===== config.mk =====
export PLATFORM = sky130hd
export DESIGN_NAME = audio_clock_source_select
export DESIGN_NICKNAME = d
export VERILOG_FILES = /design/src/hdl/clk_src_pkg.sv /design/src/hdl/audio_clock_source_select.sv /design/src/hdl/clk_src_decode.sv
export VERILOG_INCLUDE_DIRS = /design/src /design/src/hdl
export SDC_FILE = /design/constraint.sdc
export NUM_CORES = 1
export LEC_CHECK = 0
export BUFFER_PORTS_ARGS = -buffer_cell sky130_fd_sc_hd__buf_2
export CORE_UTILIZATION = 35
export CTS_BUF_LIST = sky130_fd_sc_hd__clkbuf_8
export DETAILED_ROUTE_END_ITERATION = 10
export GPL_ROUTABILITY_DRIVEN = 0
export PLACE_DENSITY = 0.68
export REMOVE_ABC_BUFFERS = 1
export SKIP_LAST_GASP = 1
export SLEW_MARGIN = 15
export SYNTH_ARGS = -nofsm -noshare
export SYNTH_HDL_FRONTEND = slang
export SYNTH_SLANG_ARGS = --single-unit

===== constraint.sdc =====
create_clock -name clk -period 3.1 [get_ports clk]
set_input_delay 0.62 -clock clk [delete_from_list [all_inputs] [get_ports clk]]
set_output_delay 0.62 -clock clk [all_outputs]
set_load 0.005 [all_outputs]

===== src/hdl/clk_src_cfg.svh =====
// Register offsets, field positions, reset values and source codes of the
// audio clock source selection block. Included by its bare name.
//
// Function
// - Prescaler source field bits 7-6: primary, secondary, controller clock, oscillator.
// - Primary divider source bits 5-3: PLL, -, secondary, controller, oscillator, DSP.
// - Secondary divider source bits 6-4: PLL, primary, -, controller, oscillator, DSP.
// - Both registers reset to zero: prescaler from primary, dividers from PLL.
`ifndef CLK_SRC_CFG_SVH
`define CLK_SRC_CFG_SVH

// ----------------------------------------------------------------------------
// Register map
// ----------------------------------------------------------------------------
`define CS_ADDR_PRE_PRI   8'h32
`define CS_ADDR_SEC       8'h33
`define CS_RESET_VAL      8'h00

// One-hot selects after reset: prescaler on the primary bit clock, dividers on PLL.
`define CS_RST_PRE_SEL    6'h02
`define CS_RST_DIV_SEL    6'h01

// ----------------------------------------------------------------------------
// Field positions and writable masks
// ----------------------------------------------------------------------------
`define CS_PRE_MSB        7
`define CS_PRE_LSB        6
`define CS_PRI_MSB        5
`define CS_PRI_LSB        3
`define CS_SEC_MSB        6
`define CS_SEC_LSB        4
`define CS_MASK_PRE_PRI   8'hf8
`define CS_MASK_SEC       8'h70

// ----------------------------------------------------------------------------
// Source codes
// ----------------------------------------------------------------------------
`define CS_PRE_PRIMARY    2'h0
`define CS_PRE_SECONDARY  2'h1
`define CS_PRE_CTRL       2'h2
`define CS_PRE_OSC        2'h3
`define CS_DIV_PLL        3'h0
`define CS_DIV_PRIMARY    3'h1
`define CS_DIV_SECONDARY  3'h2
`define CS_DIV_CTRL       3'h3
`define CS_DIV_OSC        3'h4
`define CS_DIV_DSP        3'h5

`endif


===== src/hdl/clk_src_pkg.sv =====
// Types shared by the clock source selection files.
// Assumes the one-hot source order below is used by every consumer.
package clk_src_pkg;

    // Bit index of each candidate source inside a one-hot source vector.
    typedef enum {
        SRC_PLL,
        SRC_PRIMARY,
        SRC_SECONDARY,
        SRC_CTRL,
        SRC_OSC,
        SRC_DSP,
        SRC_COUNT
    } src_idx_t;

    typedef logic [SRC_COUNT-1:0] src_vec_t;

endpackage

===== src/hdl/audio_clock_source_select.sv =====
// Two clock source registers of an audio converter and the one-hot source
// selects they drive for the PLL prescaler and both bit-clock dividers.
// Assumes a control interface that issues one-cycle write and read strobes
// with an 8-bit register address on clk.
`timescale 1ns/1ps
`default_nettype none
`include "clk_src_cfg.svh"

module audio_clock_source_select
    import clk_src_pkg::*;
(
    input  wire logic       clk,              // Block clock, 250 MHz.
    input  wire logic       rst,              // Asynchronous reset, high.
    input  wire logic       reg_wr,           // Write strobe, one cycle.
    input  wire logic       reg_rd,           // Read strobe, one cycle.
    input  wire logic [7:0] reg_addr,         // Register address.
    input  wire logic [7:0] reg_wdata,        // Write data.
    output var  logic [7:0] reg_rdata,        // Read data, registered.
    output var  logic       reg_rvalid,       // Read data valid pulse.
    output var  src_vec_t   prescaler_input_clock,          // Prescaler source.
    output var  src_vec_t   primary_bitclk_divider_source,  // Primary source.
    output var  src_vec_t   secondary_bitclk_divider_source,// Secondary source.
    output var  logic       source_code_reserved            // Reserved code held.
);

    // ------------------------------------------------------------------------
    // Register file
    // ------------------------------------------------------------------------
    logic [7:0] pre_pri_ff, nxt_pre_pri;
    logic [7:0] sec_ff,     nxt_sec;
    logic [7:0] rdata_ff,   nxt_rdata;
    logic       rvalid_ff,  nxt_rvalid;

    // Writes keep only the writable bits, so reserved bits stay zero even
    // when software breaks the write-reset-value convention.
    always_comb begin
        nxt_pre_pri = pre_pri_ff;
        nxt_sec     = sec_ff;
        if (reg_wr && reg_addr == `CS_ADDR_PRE_PRI) begin
            nxt_pre_pri = reg_wdata & `CS_MASK_PRE_PRI;
        end else if (reg_wr && reg_addr == `CS_ADDR_SEC) begin
            nxt_sec = reg_wdata & `CS_MASK_SEC;
        end
    end

    // Read path; an unmapped address answers zero.
    always_comb begin
        nxt_rvalid = reg_rd;
        nxt_rdata  = 8'h00;
        if (reg_rd && reg_addr == `CS_ADDR_PRE_PRI) begin
            nxt_rdata = pre_pri_ff;
        end else if (reg_rd && reg_addr == `CS_ADDR_SEC) begin
            nxt_rdata = sec_ff;
        end
    end

    // Both registers reset to zero.
    always_ff @(posedge clk or posedge rst) begin
        if (rst) begin
            pre_pri_ff <= `CS_RESET_VAL;
            sec_ff     <= `CS_RESET_VAL;
            rdata_ff   <= 8'h00;
            rvalid_ff  <= 1'b0;
        end else begin
            pre_pri_ff <= nxt_pre_pri;
            sec_ff     <= nxt_sec;
            rdata_ff   <= nxt_rdata;
            rvalid_ff  <= nxt_rvalid;
        end
    end

    assign reg_rdata  = rdata_ff;
    assign reg_rvalid = rvalid_ff;

    // ------------------------------------------------------------------------
    // Source decode
    // ------------------------------------------------------------------------
    // Selection is one cycle behind the register, which costs nothing since
    // a clock source change needs the PLL or divider restarted anyway.
    clk_src_decode u_decode (
        .clk      (clk),
        .rst      (rst),
        .pre_code (pre_pri_ff[`CS_PRE_MSB:`CS_PRE_LSB]),
        .pri_code (pre_pri_ff[`CS_PRI_MSB:`CS_PRI_LSB]),
        .sec_code (sec_ff[`CS_SEC_MSB:`CS_SEC_LSB]),
        .pre_sel  (prescaler_input_clock),
        .pri_sel  (primary_bitclk_divider_source),
        .sec_sel  (secondary_bitclk_divider_source),
        .code_bad (source_code_reserved)
    );

    // Helper: a write to each register in the current cycle, and the stored fields.
    logic       wr_pp, wr_sc;
    logic [1:0] pre_field;
    logic [2:0] pri_field, sec_field;
    assign wr_pp     = reg_wr && reg_addr == `CS_ADDR_PRE_PRI;
    assign wr_sc     = reg_wr && reg_addr == `CS_ADDR_SEC;
    assign pre_field = pre_pri_ff[`CS_PRE_MSB:`CS_PRE_LSB];
    assign pri_field = pre_pri_ff[`CS_PRI_MSB:`CS_PRI_LSB];
    assign sec_field = sec_ff[`CS_SEC_MSB:`CS_SEC_LSB];
endmodule

`default_nettype wire


===== src/hdl/clk_src_decode.sv =====
// Decoder from the stored source codes to registered one-hot source selects.
// Assumes the codes come from registers on the same clock.
`timescale 1ns/1ps
`default_nettype none
`include "clk_src_cfg.svh"

module clk_src_decode
    import clk_src_pkg::*;
(
    input  wire logic                 clk,          // Block clock.
    input  wire logic                 rst,          // Asynchronous reset, high.
    input  wire logic [1:0]           pre_code,     // Prescaler source code.
    input  wire logic [2:0]           pri_code,     // Primary divider code.
    input  wire logic [2:0]           sec_code,     // Secondary divider code.
    output var  src_vec_t             pre_sel,      // Prescaler one-hot select.
    output var  src_vec_t             pri_sel,      // Primary one-hot select.
    output var  src_vec_t             sec_sel,      // Secondary one-hot select.
    output var  logic                 code_bad      // A reserved code is held.
);

    src_vec_t pre_sel_ff, nxt_pre_sel;
    src_vec_t pri_sel_ff, nxt_pri_sel;
    src_vec_t sec_sel_ff, nxt_sec_sel;
    logic     code_bad_ff, nxt_code_bad;

    // Divider code to one-hot; a reserved code selects nothing so that no
    // clock runs into a divider from an undefined source.
    function automatic src_vec_t div_decode(input logic [2:0] code, input logic is_pri);
        src_vec_t v;
        v = '0;
        case (code)
            `CS_DIV_PLL:       v[SRC_PLL] = 1'b1;
            `CS_DIV_PRIMARY:   v[SRC_PRIMARY] = !is_pri;
            `CS_DIV_SECONDARY: v[SRC_SECONDARY] = is_pri;
            `CS_DIV_CTRL:      v[SRC_CTRL] = 1'b1;
            `CS_DIV_OSC:       v[SRC_OSC] = 1'b1;
            `CS_DIV_DSP:       v[SRC_DSP] = 1'b1;
            default:           v = '0;
        endcase
        return v;
    endfunction

    // Next selects for all three destinations.
    always_comb begin
        nxt_pre_sel = '0;
        case (pre_code)
            `CS_PRE_PRIMARY:   nxt_pre_sel[SRC_PRIMARY] = 1'b1;
            `CS_PRE_SECONDARY: nxt_pre_sel[SRC_SECONDARY] = 1'b1;
            `CS_PRE_CTRL:      nxt_pre_sel[SRC_CTRL] = 1'b1;
            default:           nxt_pre_sel[SRC_OSC] = 1'b1;
        endcase
        nxt_pri_sel  = div_decode(pri_code, 1'b1);
        nxt_sec_sel  = div_decode(sec_code, 1'b0);
        nxt_code_bad = (nxt_pri_sel == '0) || (nxt_sec_sel == '0);
    end

    // Reset leaves the prescaler on the primary bit clock, dividers on PLL.
    always_ff @(posedge clk or posedge rst) begin
        if (rst) begin
            pre_sel_ff  <= src_vec_t'(`CS_RST_PRE_SEL);
            pri_sel_ff  <= src_vec_t'(`CS_RST_DIV_SEL);
            sec_sel_ff  <= src_vec_t'(`CS_RST_DIV_SEL);
            code_bad_ff <= 1'b0;
        end else begin
            pre_sel_ff  <= nxt_pre_sel;
            pri_sel_ff  <= nxt_pri_sel;
            sec_sel_ff  <= nxt_sec_sel;
            code_bad_ff <= nxt_code_bad;
        end
    end

    assign pre_sel  = pre_sel_ff;
    assign pri_sel  = pri_sel_ff;
    assign sec_sel  = sec_sel_ff;
    assign code_bad = code_bad_ff;

endmodule

`default_nettype wire


Word-level counts from Yosys, hierarchy flattened
Index checks and enable logic that the tools add are counted.

Equality and inequality tests: 12. Muxes and demuxes: 16. Reductions and logical operators: 12. Bitwise logic cells: 1.

Operators by type and width (count): $eq 8x6->1 const B (2); $mux 1 (14); $eq 3x3->1 const B (4); $logic_not 6->1 (2); $eq 3x2->1 const B (3); $mux 8 (1); $mux 7 (1); $logic_not 3->1 (2); $logic_and 1x1->1 (4); $eq 3x1->1 const B (1); $reduce_or 3->1 (1); $eq 2x1->1 const B (1); $eq 2x2->1 const B (1); $logic_not 2->1 (1); $reduce_and 2->1 (1); $logic_or 1x1->1 (1); $not 1->1 (1).

Register bits: 32.

Logic depth before layout (Yosys ltp)
Gate-level depths: netlist of run 1.

Word-level depth: 4. Mapped depth: 3. Mapped depth without buffers: 3.

By module
A second synthesis of run 1 with hierarchy kept.

Cell total of the unflattened synthesis: 84. Area, all modules: 1147.4 µm².

By module, submodules not included: audio_clock_source_select (times used 1, cells each 45, area an instance 608.1 µm²); clk_src_decode (times used 1, cells each 39, area an instance 539.3 µm²).

Least setup slack after synthesis of run 1
No wires, ideal clock.

Path type: in2reg. From: in reg_addr[6]. To: reg pre_pri_ff[3]. Data arrival time: 1451 ps. Setup time: 125 ps. Path buffers: 0. Path slack: 1524 ps. Stages on the path: 3. Required time: 2975 ps. Cells stage by stage: and4bb_4 > nand4b_4 > mux2_4.

Longest elaborated chain between the ends: 2.

Ends and longest elaborated chain: start, declared (line audio_clock_source_select.sv:16) `input wire logic [7:0] reg_addr,`; $eq 8x6->1 (no line); $logic_and 1x1->1 (no line); end signal, assigned (line audio_clock_source_select.sv:60) `` pre_pri_ff <= `CS_RESET_VAL; ``; end signal, assigned (line audio_clock_source_select.sv:65) `pre_pri_ff <= nxt_pre_pri;`; end, declared (line audio_clock_source_select.sv:29) `logic [7:0] pre_pri_ff, nxt_pre_pri;`.

No other way between the ends. A chain may end at the register's enable or synchronous reset.

Final worst setup path of run 1
From: reg u_decode.pre_sel_ff[1], in the netlist u_decode.pre_sel[1]. To: out prescaler_input_clock[1].

RTL lines: start, declared (line clk_src_decode.sv:21) `src_vec_t pre_sel_ff, nxt_pre_sel;`; start signal, assigned (line clk_src_decode.sv:60) `` pre_sel_ff <= src_vec_t'(`CS_RST_PRE_SEL); ``; start signal, assigned (line clk_src_decode.sv:65) `pre_sel_ff <= nxt_pre_sel;`; end, declared (line audio_clock_source_select.sv:20) `output var src_vec_t prescaler_input_clock,`.

No word-level cell between the ends.

==> results.cfg, run 1 <==
[synth]
synth_common_cells = dfrtp_1, buf_4, nor2_1, mux2_4, nor3b_1
yosysTopAreaCell = dfrtp_1
synthCells = 81
netlist_area_um2 = 1170
synth_top_cell_area_share_pct = 55.8
synth_warnings = 0
ys_ff_latch = 29
postSynth.asyncResetShare_pct = 100
synth-seq-area-share_pct = 62.6
synth.distinct_cells = 26
synthTopCellsByArea = dfrtp_1, dfstp_2, mux2_4
yosysMostFrequentCell = dfrtp_1
synth_edf_count = 0
synth_area_per_cell_um2 = 14.4
synth-main-ff-cell = dfrtp_1

[pwr]
internal_power_uw = 580
p_leak_nw = 0.830
p_comb_share_pct = 7.3
p_per_area_nw_per_um2 = 518
swShare_pct = 22.8
seqPwrFrac_pct = 54.3
p_clk_share_pct = 38.4
ir_drop_mv = 0.192
p_switching_uw = 171

[timing]
period_share_pct = 48.5
setup_tns_ps = 0
max_freq_ghz = 0.666
hold_violations = 0
tightest_slew_ps = 1020
setup_violations = 0
finalWorstSetupSlack_ps = 1600
drv_slew = 0
fin_skew_ps = 4.80
period_minus_slack_ps = 1500
rsz0062_at_grt = no
relSlewSlack_pct = 31.9

[run]
maxCapViolations = 0

[grt]
grt_max_degree = 30
grt_overflow = 0
grt_usage_pct = 11.7
antenna_found_initial = 0
grt-busiest-layer = met2
grt_pass1_vias = 632
gr-usage-met3_pct = 4.55
use_met1_pct = 12.5
met2_usage_pct = 17.1
grt_pass1_wl_mm = 2.77

[cells_and_area]
drive_above_1_share_pct = 46.7
num-nets-final = 141
fill_cells = 306
antenna_cells = 0
fin_cells = 166
area_delta_synth_final_pct = 24.4

[placed_design]
dp_slack_ps = 1370
dpl.cell_count = 158
dp_hpwl_mm = 1.30
io_buffers = 37

[worst_setup_path]
cp.arrival_ps = 880
required_ps = 2480
crit_family = flip-flops
path_buf_inv = 1
crit_fanout = 1
critPathMaxStageDelay_ps = 510
criticalPathCategory = reg -> out
worstPathCellList = buf_2
cpMaxStageDelayCell = dfstp_2
r2r_slack_ps = 2030
end_kind = output port
startpoint_type = flop

[die]
dieHeight_um = 59.7
core_area_um2 = 3100
ios = 48
die_w_um = 59.7
rows = 20
dieArea_um2 = 3570
initial_core_util_pct = 37.6

[clocking]
cts_tree = built
insertion_delay_ps = 270
clock_path_buffers = 2
cts_hold_buffers = 0
cts_root_buf = clkbuf_8
htree_num_levels = 2
cts_buffers = 5
cts_setup_buffers = 0
clkSinkCount = 29
cts-resized-gates = 0
cts.clk_slew.worst_paths_ps = 60

[detailed_routing]
drc = 0
antenna_left = 0
dr.first_iter.drc_count = 11
dr_total_vias = 690
routed_wl_mm = 1.78
dr.pass1.iters = 4
routedWlPerCell_um = 10.7
viasPerCell = 4.16

[run_status]
status = finished, final reports clean

[worst_hold_path]
worstHoldPathType = in -> reg
==> final cells by class <==
cell class                      instances  area, µm²  share of cell area, %
Clock inverter                          3       17.5                   1.21
Tap cell                               44       55.1                   3.80
Multi-Input combinational cell         46        387                   26.7
Timing Repair Buffer                   37        185                   12.8
Inverter                                2       7.51                  0.518
Sequential cell                        29        729                   50.3
Clock buffer                            5       68.8                   4.75
==> placed cells by master (no fill, tap or decap), drive strengths merged <==
cell type,n
a221o,1
and2,1
and3,1
and3b,2
and4bb,1
buf,37
clkbuf,5
clkinv,2
clkinvlp,1
conb,7
dfrtp,26
dfstp,3
inv,2
mux2,8
mux2i,3
nand2,1
nand2b,1
nand3,1
nand4,1
nand4b,1
nor2,6
nor2b,2
nor3,2
nor3b,5
nor4bb,2
==> routing by layer <==
layer,share of wire (%),routed length [µm]
met4,3.9,70
met2,45,808
met1,42,749
met5,0,0
met3,8.6,153
==> cell families after synthesis <==
family	count (synthesis)	share of synthesized area (%)
other	1	0.322
muxes	11	11.9
DFF	29	62.6
buffers and inverters	12	6.22
and+or+nand+nor	27	18.1
AOI/OAI and AO/OA	1	0.858
==> power groups by stage <==
stage / Clock (mW) / Sequential [mW] / Combinational (mW)
final: 0.288 / 0.408 / 0.0548
after global routing: 0.319 / 0.410 / 0.0617
after CTS: 0.301 / 0.408 / 0.0560
after detailed placement: 0 / 0.415 / 0.0559
after global placement: 0 / 0.414 / 0.0548
after floorplan: 0 / 0.414 / 0.0273
==> through the flow <==
stage          cell area, µm²  power [mW]  hold WS (ps)  util [%]
2_1_floorplan            1120       0.441           430         -
3_3_place_gp             1360       0.469           467      44.0
3_5_place_dp             1360       0.470           489      44.0
4_1_cts                  1450       0.765           468      46.7
5_1_grt                  1450       0.791           475      46.7
6_report                 1450       0.751           478      46.7
==> worst paths after layout <==
path | from | to | cells after the start
setup reg to reg | sec_ff[6] | u_decode.code_bad | 2
min in group asynchronous | rst | reg_rdata[3] | 2
setup / recovery | u_decode.pre_sel[1] | prescaler_input_clock[1] | 1
hold / removal | reg_rd | reg_rvalid | 1
max in group asynchronous | rst | u_decode.pre_sel[4] | 2
hold reg to reg | pre_pri_ff[6] | u_decode.pre_sel[1] | 1
==> sequential cells by signal (all words and copies together) (netlist names) <==
name / count
u_decode.pri_sel: 5
u_decode.code_bad: 1
sec_ff: 3
u_decode.pre_sel: 4
u_decode.sec_sel: 5
pre_pri_ff: 5
reg_rvalid: 1
reg_rdata: 5
Note: power is estimated with default switching activity, not from simulation.
==> run 2: changes to the inputs <==
==> constraint.sdc (replaced) <==
create_clock -name clk -period 1.4 [get_ports clk]
set_input_delay 0.28 -clock clk [delete_from_list [all_inputs] [get_ports clk]]
set_output_delay 0.28 -clock clk [all_outputs]
set_load 0.005 [all_outputs]
==> results.cfg, run 2 (synthesis results as in run 1) <==
[clocking]
insertion_delay_ps = 270
cts-resized-gates = 0
clkSinkCount = 29
cts_buffers = 5
cts_root_buf = clkbuf_8
cts.clk_slew.worst_paths_ps = 60
cts_tree = built
clock_path_buffers = 2
cts_setup_buffers = 0
htree_num_levels = 2
cts_hold_buffers = 0

[run_status]
status = finished, final reports clean

[pwr]
p_leak_nw = 0.853
total_power_mw = 1.88
ir_drop_mv = 0.721
p_per_area_nw_per_um2 = 1270

[die]
rows = 20
dieHeight_um = 59.7
initial_core_util_pct = 37.6
die_w_um = 59.7
core_area_um2 = 3100
dieArea_um2 = 3570
ios = 48

[timing]
max_freq_ghz = 0.859
rsz0062_at_grt = no
hold_violations = 0
period_share_pct = 83.2
drv_slew = 0
fin_skew_ps = 5.79
setup_violations = 0
period_minus_slack_ps = 1160
finalWorstSetupSlack_ps = 236

[cells_and_area]
drive_above_1_share_pct = 46.3
design_area_um2 = 1490
finalCoreUtilization_pct = 47.9
layout_commonest_cell = buf_2
num-nets-final = 142
area_delta_synth_final_pct = 27.6
antenna_cells = 0
final_cell_mix = buf_2, dfrtp_1, conb_1
fin_cells = 167

[placed_design]
dpl.cell_count = 159
dp_slack_ps = -15.0
io_buffers = 37
placed_area_um2 = 1370

[detailed_routing]
routedWlPerCell_um = 11.6
viasPerCell = 4.34
routed_wl_mm = 1.93
dr.first_iter.drc_count = 11
dr.pass1.iters = 2
antenna_left = 0
drc = 0
dr_total_vias = 724

[grt]
gr-usage-met3_pct = 6.06
grt_max_degree = 30
use_met1_pct = 13.4
met2_usage_pct = 18.7
grt_usage_pct = 12.4
grt-busiest-layer = met2
antenna_found_initial = 0
grt_pass1_wl_mm = 2.95
grt_overflow = 0
grt_pass1_vias = 639

[worst_hold_path]
worstHoldPathType = in -> async

[worst_setup_path]
cp-startpoint = u_decode.pre_sel[1]
worstRegToRegCells = 2
required_ps = 1120
end_kind = output port
cpMaxStageDelayCell = dfstp_2
startpoint_type = flop
crit_fanout = 1
path_buf_inv = 1
r2r-start = sec_ff[6]
worstPathCellList = buf_2
critPathMaxStageDelay_ps = 520
cp.arrival_ps = 880
criticalPathCategory = reg -> out
crit_family = flip-flops
path_depth = 1

[run]
maxCapViolations = 0
## run 2: cell types whose count changed in the layout (fill, tap and decap cells not counted), sizes merged
cell      change
clkbuf        +1
clkinv        -2
buf           +1
bufinv        +1
inv           +1
clkinvlp      -1
## run 2: layout make-up
cell class,instances,area [µm²]
multi-input cells,46,387
repair buffers,38,193
inverters,2,7.51
flip-flops and latches,29,729
well taps,44,55.1
clock inverters,2,33.8
fillers,302,1620
clock buffers,6,82.6
## run 2: per-stage QoR
| stage | hold WS, ps | setup TNS [ps] |
|---|---|---|
| 2_1_floorplan | 311 | 0 |
| 3_3_place_gp | 353 | 0 |
| 3_5_place_dp | 362 | -43.3 |
| 4_1_cts | 66.7 | 0 |
| 5_1_grt | 91.1 | 0 |
| 6_report | 61.8 | 0 |
## run 2: path summary, 6_finish.rpt
kind	endpoint	slack (ps)
max	prescaler_input_clock[1]	240
min	pre_pri_ff[3]	60
max reg2reg	u_decode.code_bad	320
min reg2reg	u_decode.pre_sel[1]	500
max in group asynchronous	u_decode.pre_sel[1]	1040
min in group clk	reg_rvalid	160
## run 2: report_power, final
| part | switching (mW) | total [mW] | internal, mW |
|---|---|---|---|
| Combinational | 0.0604 | 0.126 | 0.0655 |
| Clock | 0.282 | 0.854 | 0.571 |
| Sequential | 0.0255 | 0.905 | 0.879 |
## run 2: metal layers
| metal | vias to the layer above | part of all wire (%) |
|---|---|---|
| li1 | 344 | - |
| met1 | 346 | 45 |
| met2 | 30 | 46 |
| met3 | 4 | 6.7 |
| met4 | 0 | 2.6 |
| met5 | - | 0 |
==> run 3: changes to the inputs <==
==> constraint.sdc (replaced) <==
create_clock -name clk -period 1.1 [get_ports clk]
set_input_delay 0.22 -clock clk [delete_from_list [all_inputs] [get_ports clk]]
set_output_delay 0.22 -clock clk [all_outputs]
set_load 0.005 [all_outputs]
==> results.cfg, run 3 (synthesis results as in run 1) <==
[timing]
setup_violations = 2
max_freq_ghz = 0.906
finalWorstSetupSlack_ps = -3.72
hold_violations = 0
fin_skew_ps = 4.00
period_share_pct = 100
drv_slew = 0
period_minus_slack_ps = 1100
worst_hold_slack_ps = 99.3
setup_tns_ps = -6.10
rsz0062_at_grt = yes

[detailed_routing]
antenna_left = 0
drc = 0
routedWlPerCell_um = 11.5
dr.first_iter.drc_count = 5
routed_wl_mm = 2.00
viasPerCell = 4.29
dr.pass1.iters = 3
dr_total_vias = 742

[placed_design]
dp_hpwl_mm = 1.43
io_buffers = 37

[die]
dieArea_um2 = 3570
die_w_um = 59.7
rows = 20
core_area_um2 = 3100
ios = 48
initial_core_util_pct = 37.6
dieHeight_um = 59.7

[grt]
grt-busiest-layer = met2
antenna_found_initial = 0
grt_overflow = 0
grt_max_degree = 30
grt_pass1_wl_mm = 3.23
use_met1_pct = 14.6
grt_pass1_vias = 711
gr-usage-met3_pct = 5.63
grt_usage_pct = 13.2
met2_usage_pct = 21.0

[pwr]
p_leak_nw = 0.891
swShare_pct = 19.5
seqPwrFrac_pct = 47.4
ir_drop_mv = 0.629
p_per_area_nw_per_um2 = 1560
p_comb_share_pct = 7.9
internal_power_mw = 1.95
p_clk_share_pct = 44.7
p_switching_uw = 474

[worst_setup_path]
cp.arrival_ps = 880
worstPathCellList = buf_6
r2r-start = sec_ff[4]
criticalPathCategory = reg -> out
critPathMaxStageDelay_ps = 530
path_buf_inv = 1
end_kind = output port
required_ps = 880
startpoint_type = flop
cpMaxStageDelayCell = dfstp_2
cp-startpoint = u_decode.sec_sel[0]
crit_family = flip-flops
crit_fanout = 1

[worst_hold_path]
worstHoldPathType = in -> reg
min-delay-start = reg_rd

[cells_and_area]
layout_commonest_cell = buf_2
num-nets-final = 148
antenna_cells = 0
drive_above_1_share_pct = 48.1
area_delta_synth_final_pct = 33.3
final_cell_mix = buf_2, dfrtp_1, conb_1

[clocking]
clkSinkCount = 29
htree_num_levels = 2
clock_path_buffers = 2
cts_root_buf = clkbuf_8
cts_buffers = 5
cts.clk_slew.worst_paths_ps = 60
cts_setup_buffers = 0
cts_tree = built
insertion_delay_ps = 270

[run_status]
status = finished, violations left
violations = setup timing

[run]
maxCapViolations = 0
run 3: metal layers:
metal,part of all wire (%),vias to the layer above
met5,0,-
met4,2.7,0
met3,7.7,5
met2,48,31
met1,41,349
li1,-,357
run 3: what timing repair did:
action	in CTS	in global routing
hold buffers	1	0
endpoints found under the setup margin	3	3
resized for setup	0	1
pin swaps	0	0
endpoints found under the hold margin	26	0
run 3: power by group through the flow:
stage               Combinational [mW]  Sequential, mW  Clock [mW]
global placement                 0.179            1.16           0
floorplan                       0.0769            1.17           0
finish                           0.191            1.15        1.09
CTS                              0.189            1.15        1.11
global route                     0.213            1.16        1.16
detailed placement               0.185            1.17           0
run 3: path summary, 6_finish.rpt:
path / cells past startpoint / endpoint / slack [ps]
worst max register to register: 2 / u_decode.code_bad / 80
max in group asynchronous: 4 / u_decode.pri_sel[0] / 360
worst max-delay path: 1 / secondary_bitclk_divider_source[0] / -4
worst min register to register: 1 / u_decode.pre_sel[1] / 500
min in group asynchronous: 4 / pre_pri_ff[4] / 520
worst min-delay path: 1 / reg_rvalid / 100
run 3: cell type report:
type	instances	area (µm²)
Fill cell	284	1550
Sequential cell	29	729
Multi-Input combinational cell	46	387
Timing Repair Buffer	44	259
Clock buffer	6	82.6
Tap cell	44	55.1
Clock inverter	2	33.8
Inverter	2	7.51
run 3: metrics by stage:
stage               instance area [µm²]  total power [mW]  setup slack (ps)  utilization, %  cells
floorplan                          1120              1.24             -75.5               -     77
global placement                   1420              1.34              -222            45.8    164
detailed placement                 1420              1.35              -231            45.8    164
CTS                                1550              2.45             -16.1            49.9    173
global route                       1550              2.53             -36.1            50.1    173
finish                             1550              2.43             -3.72            50.1    173
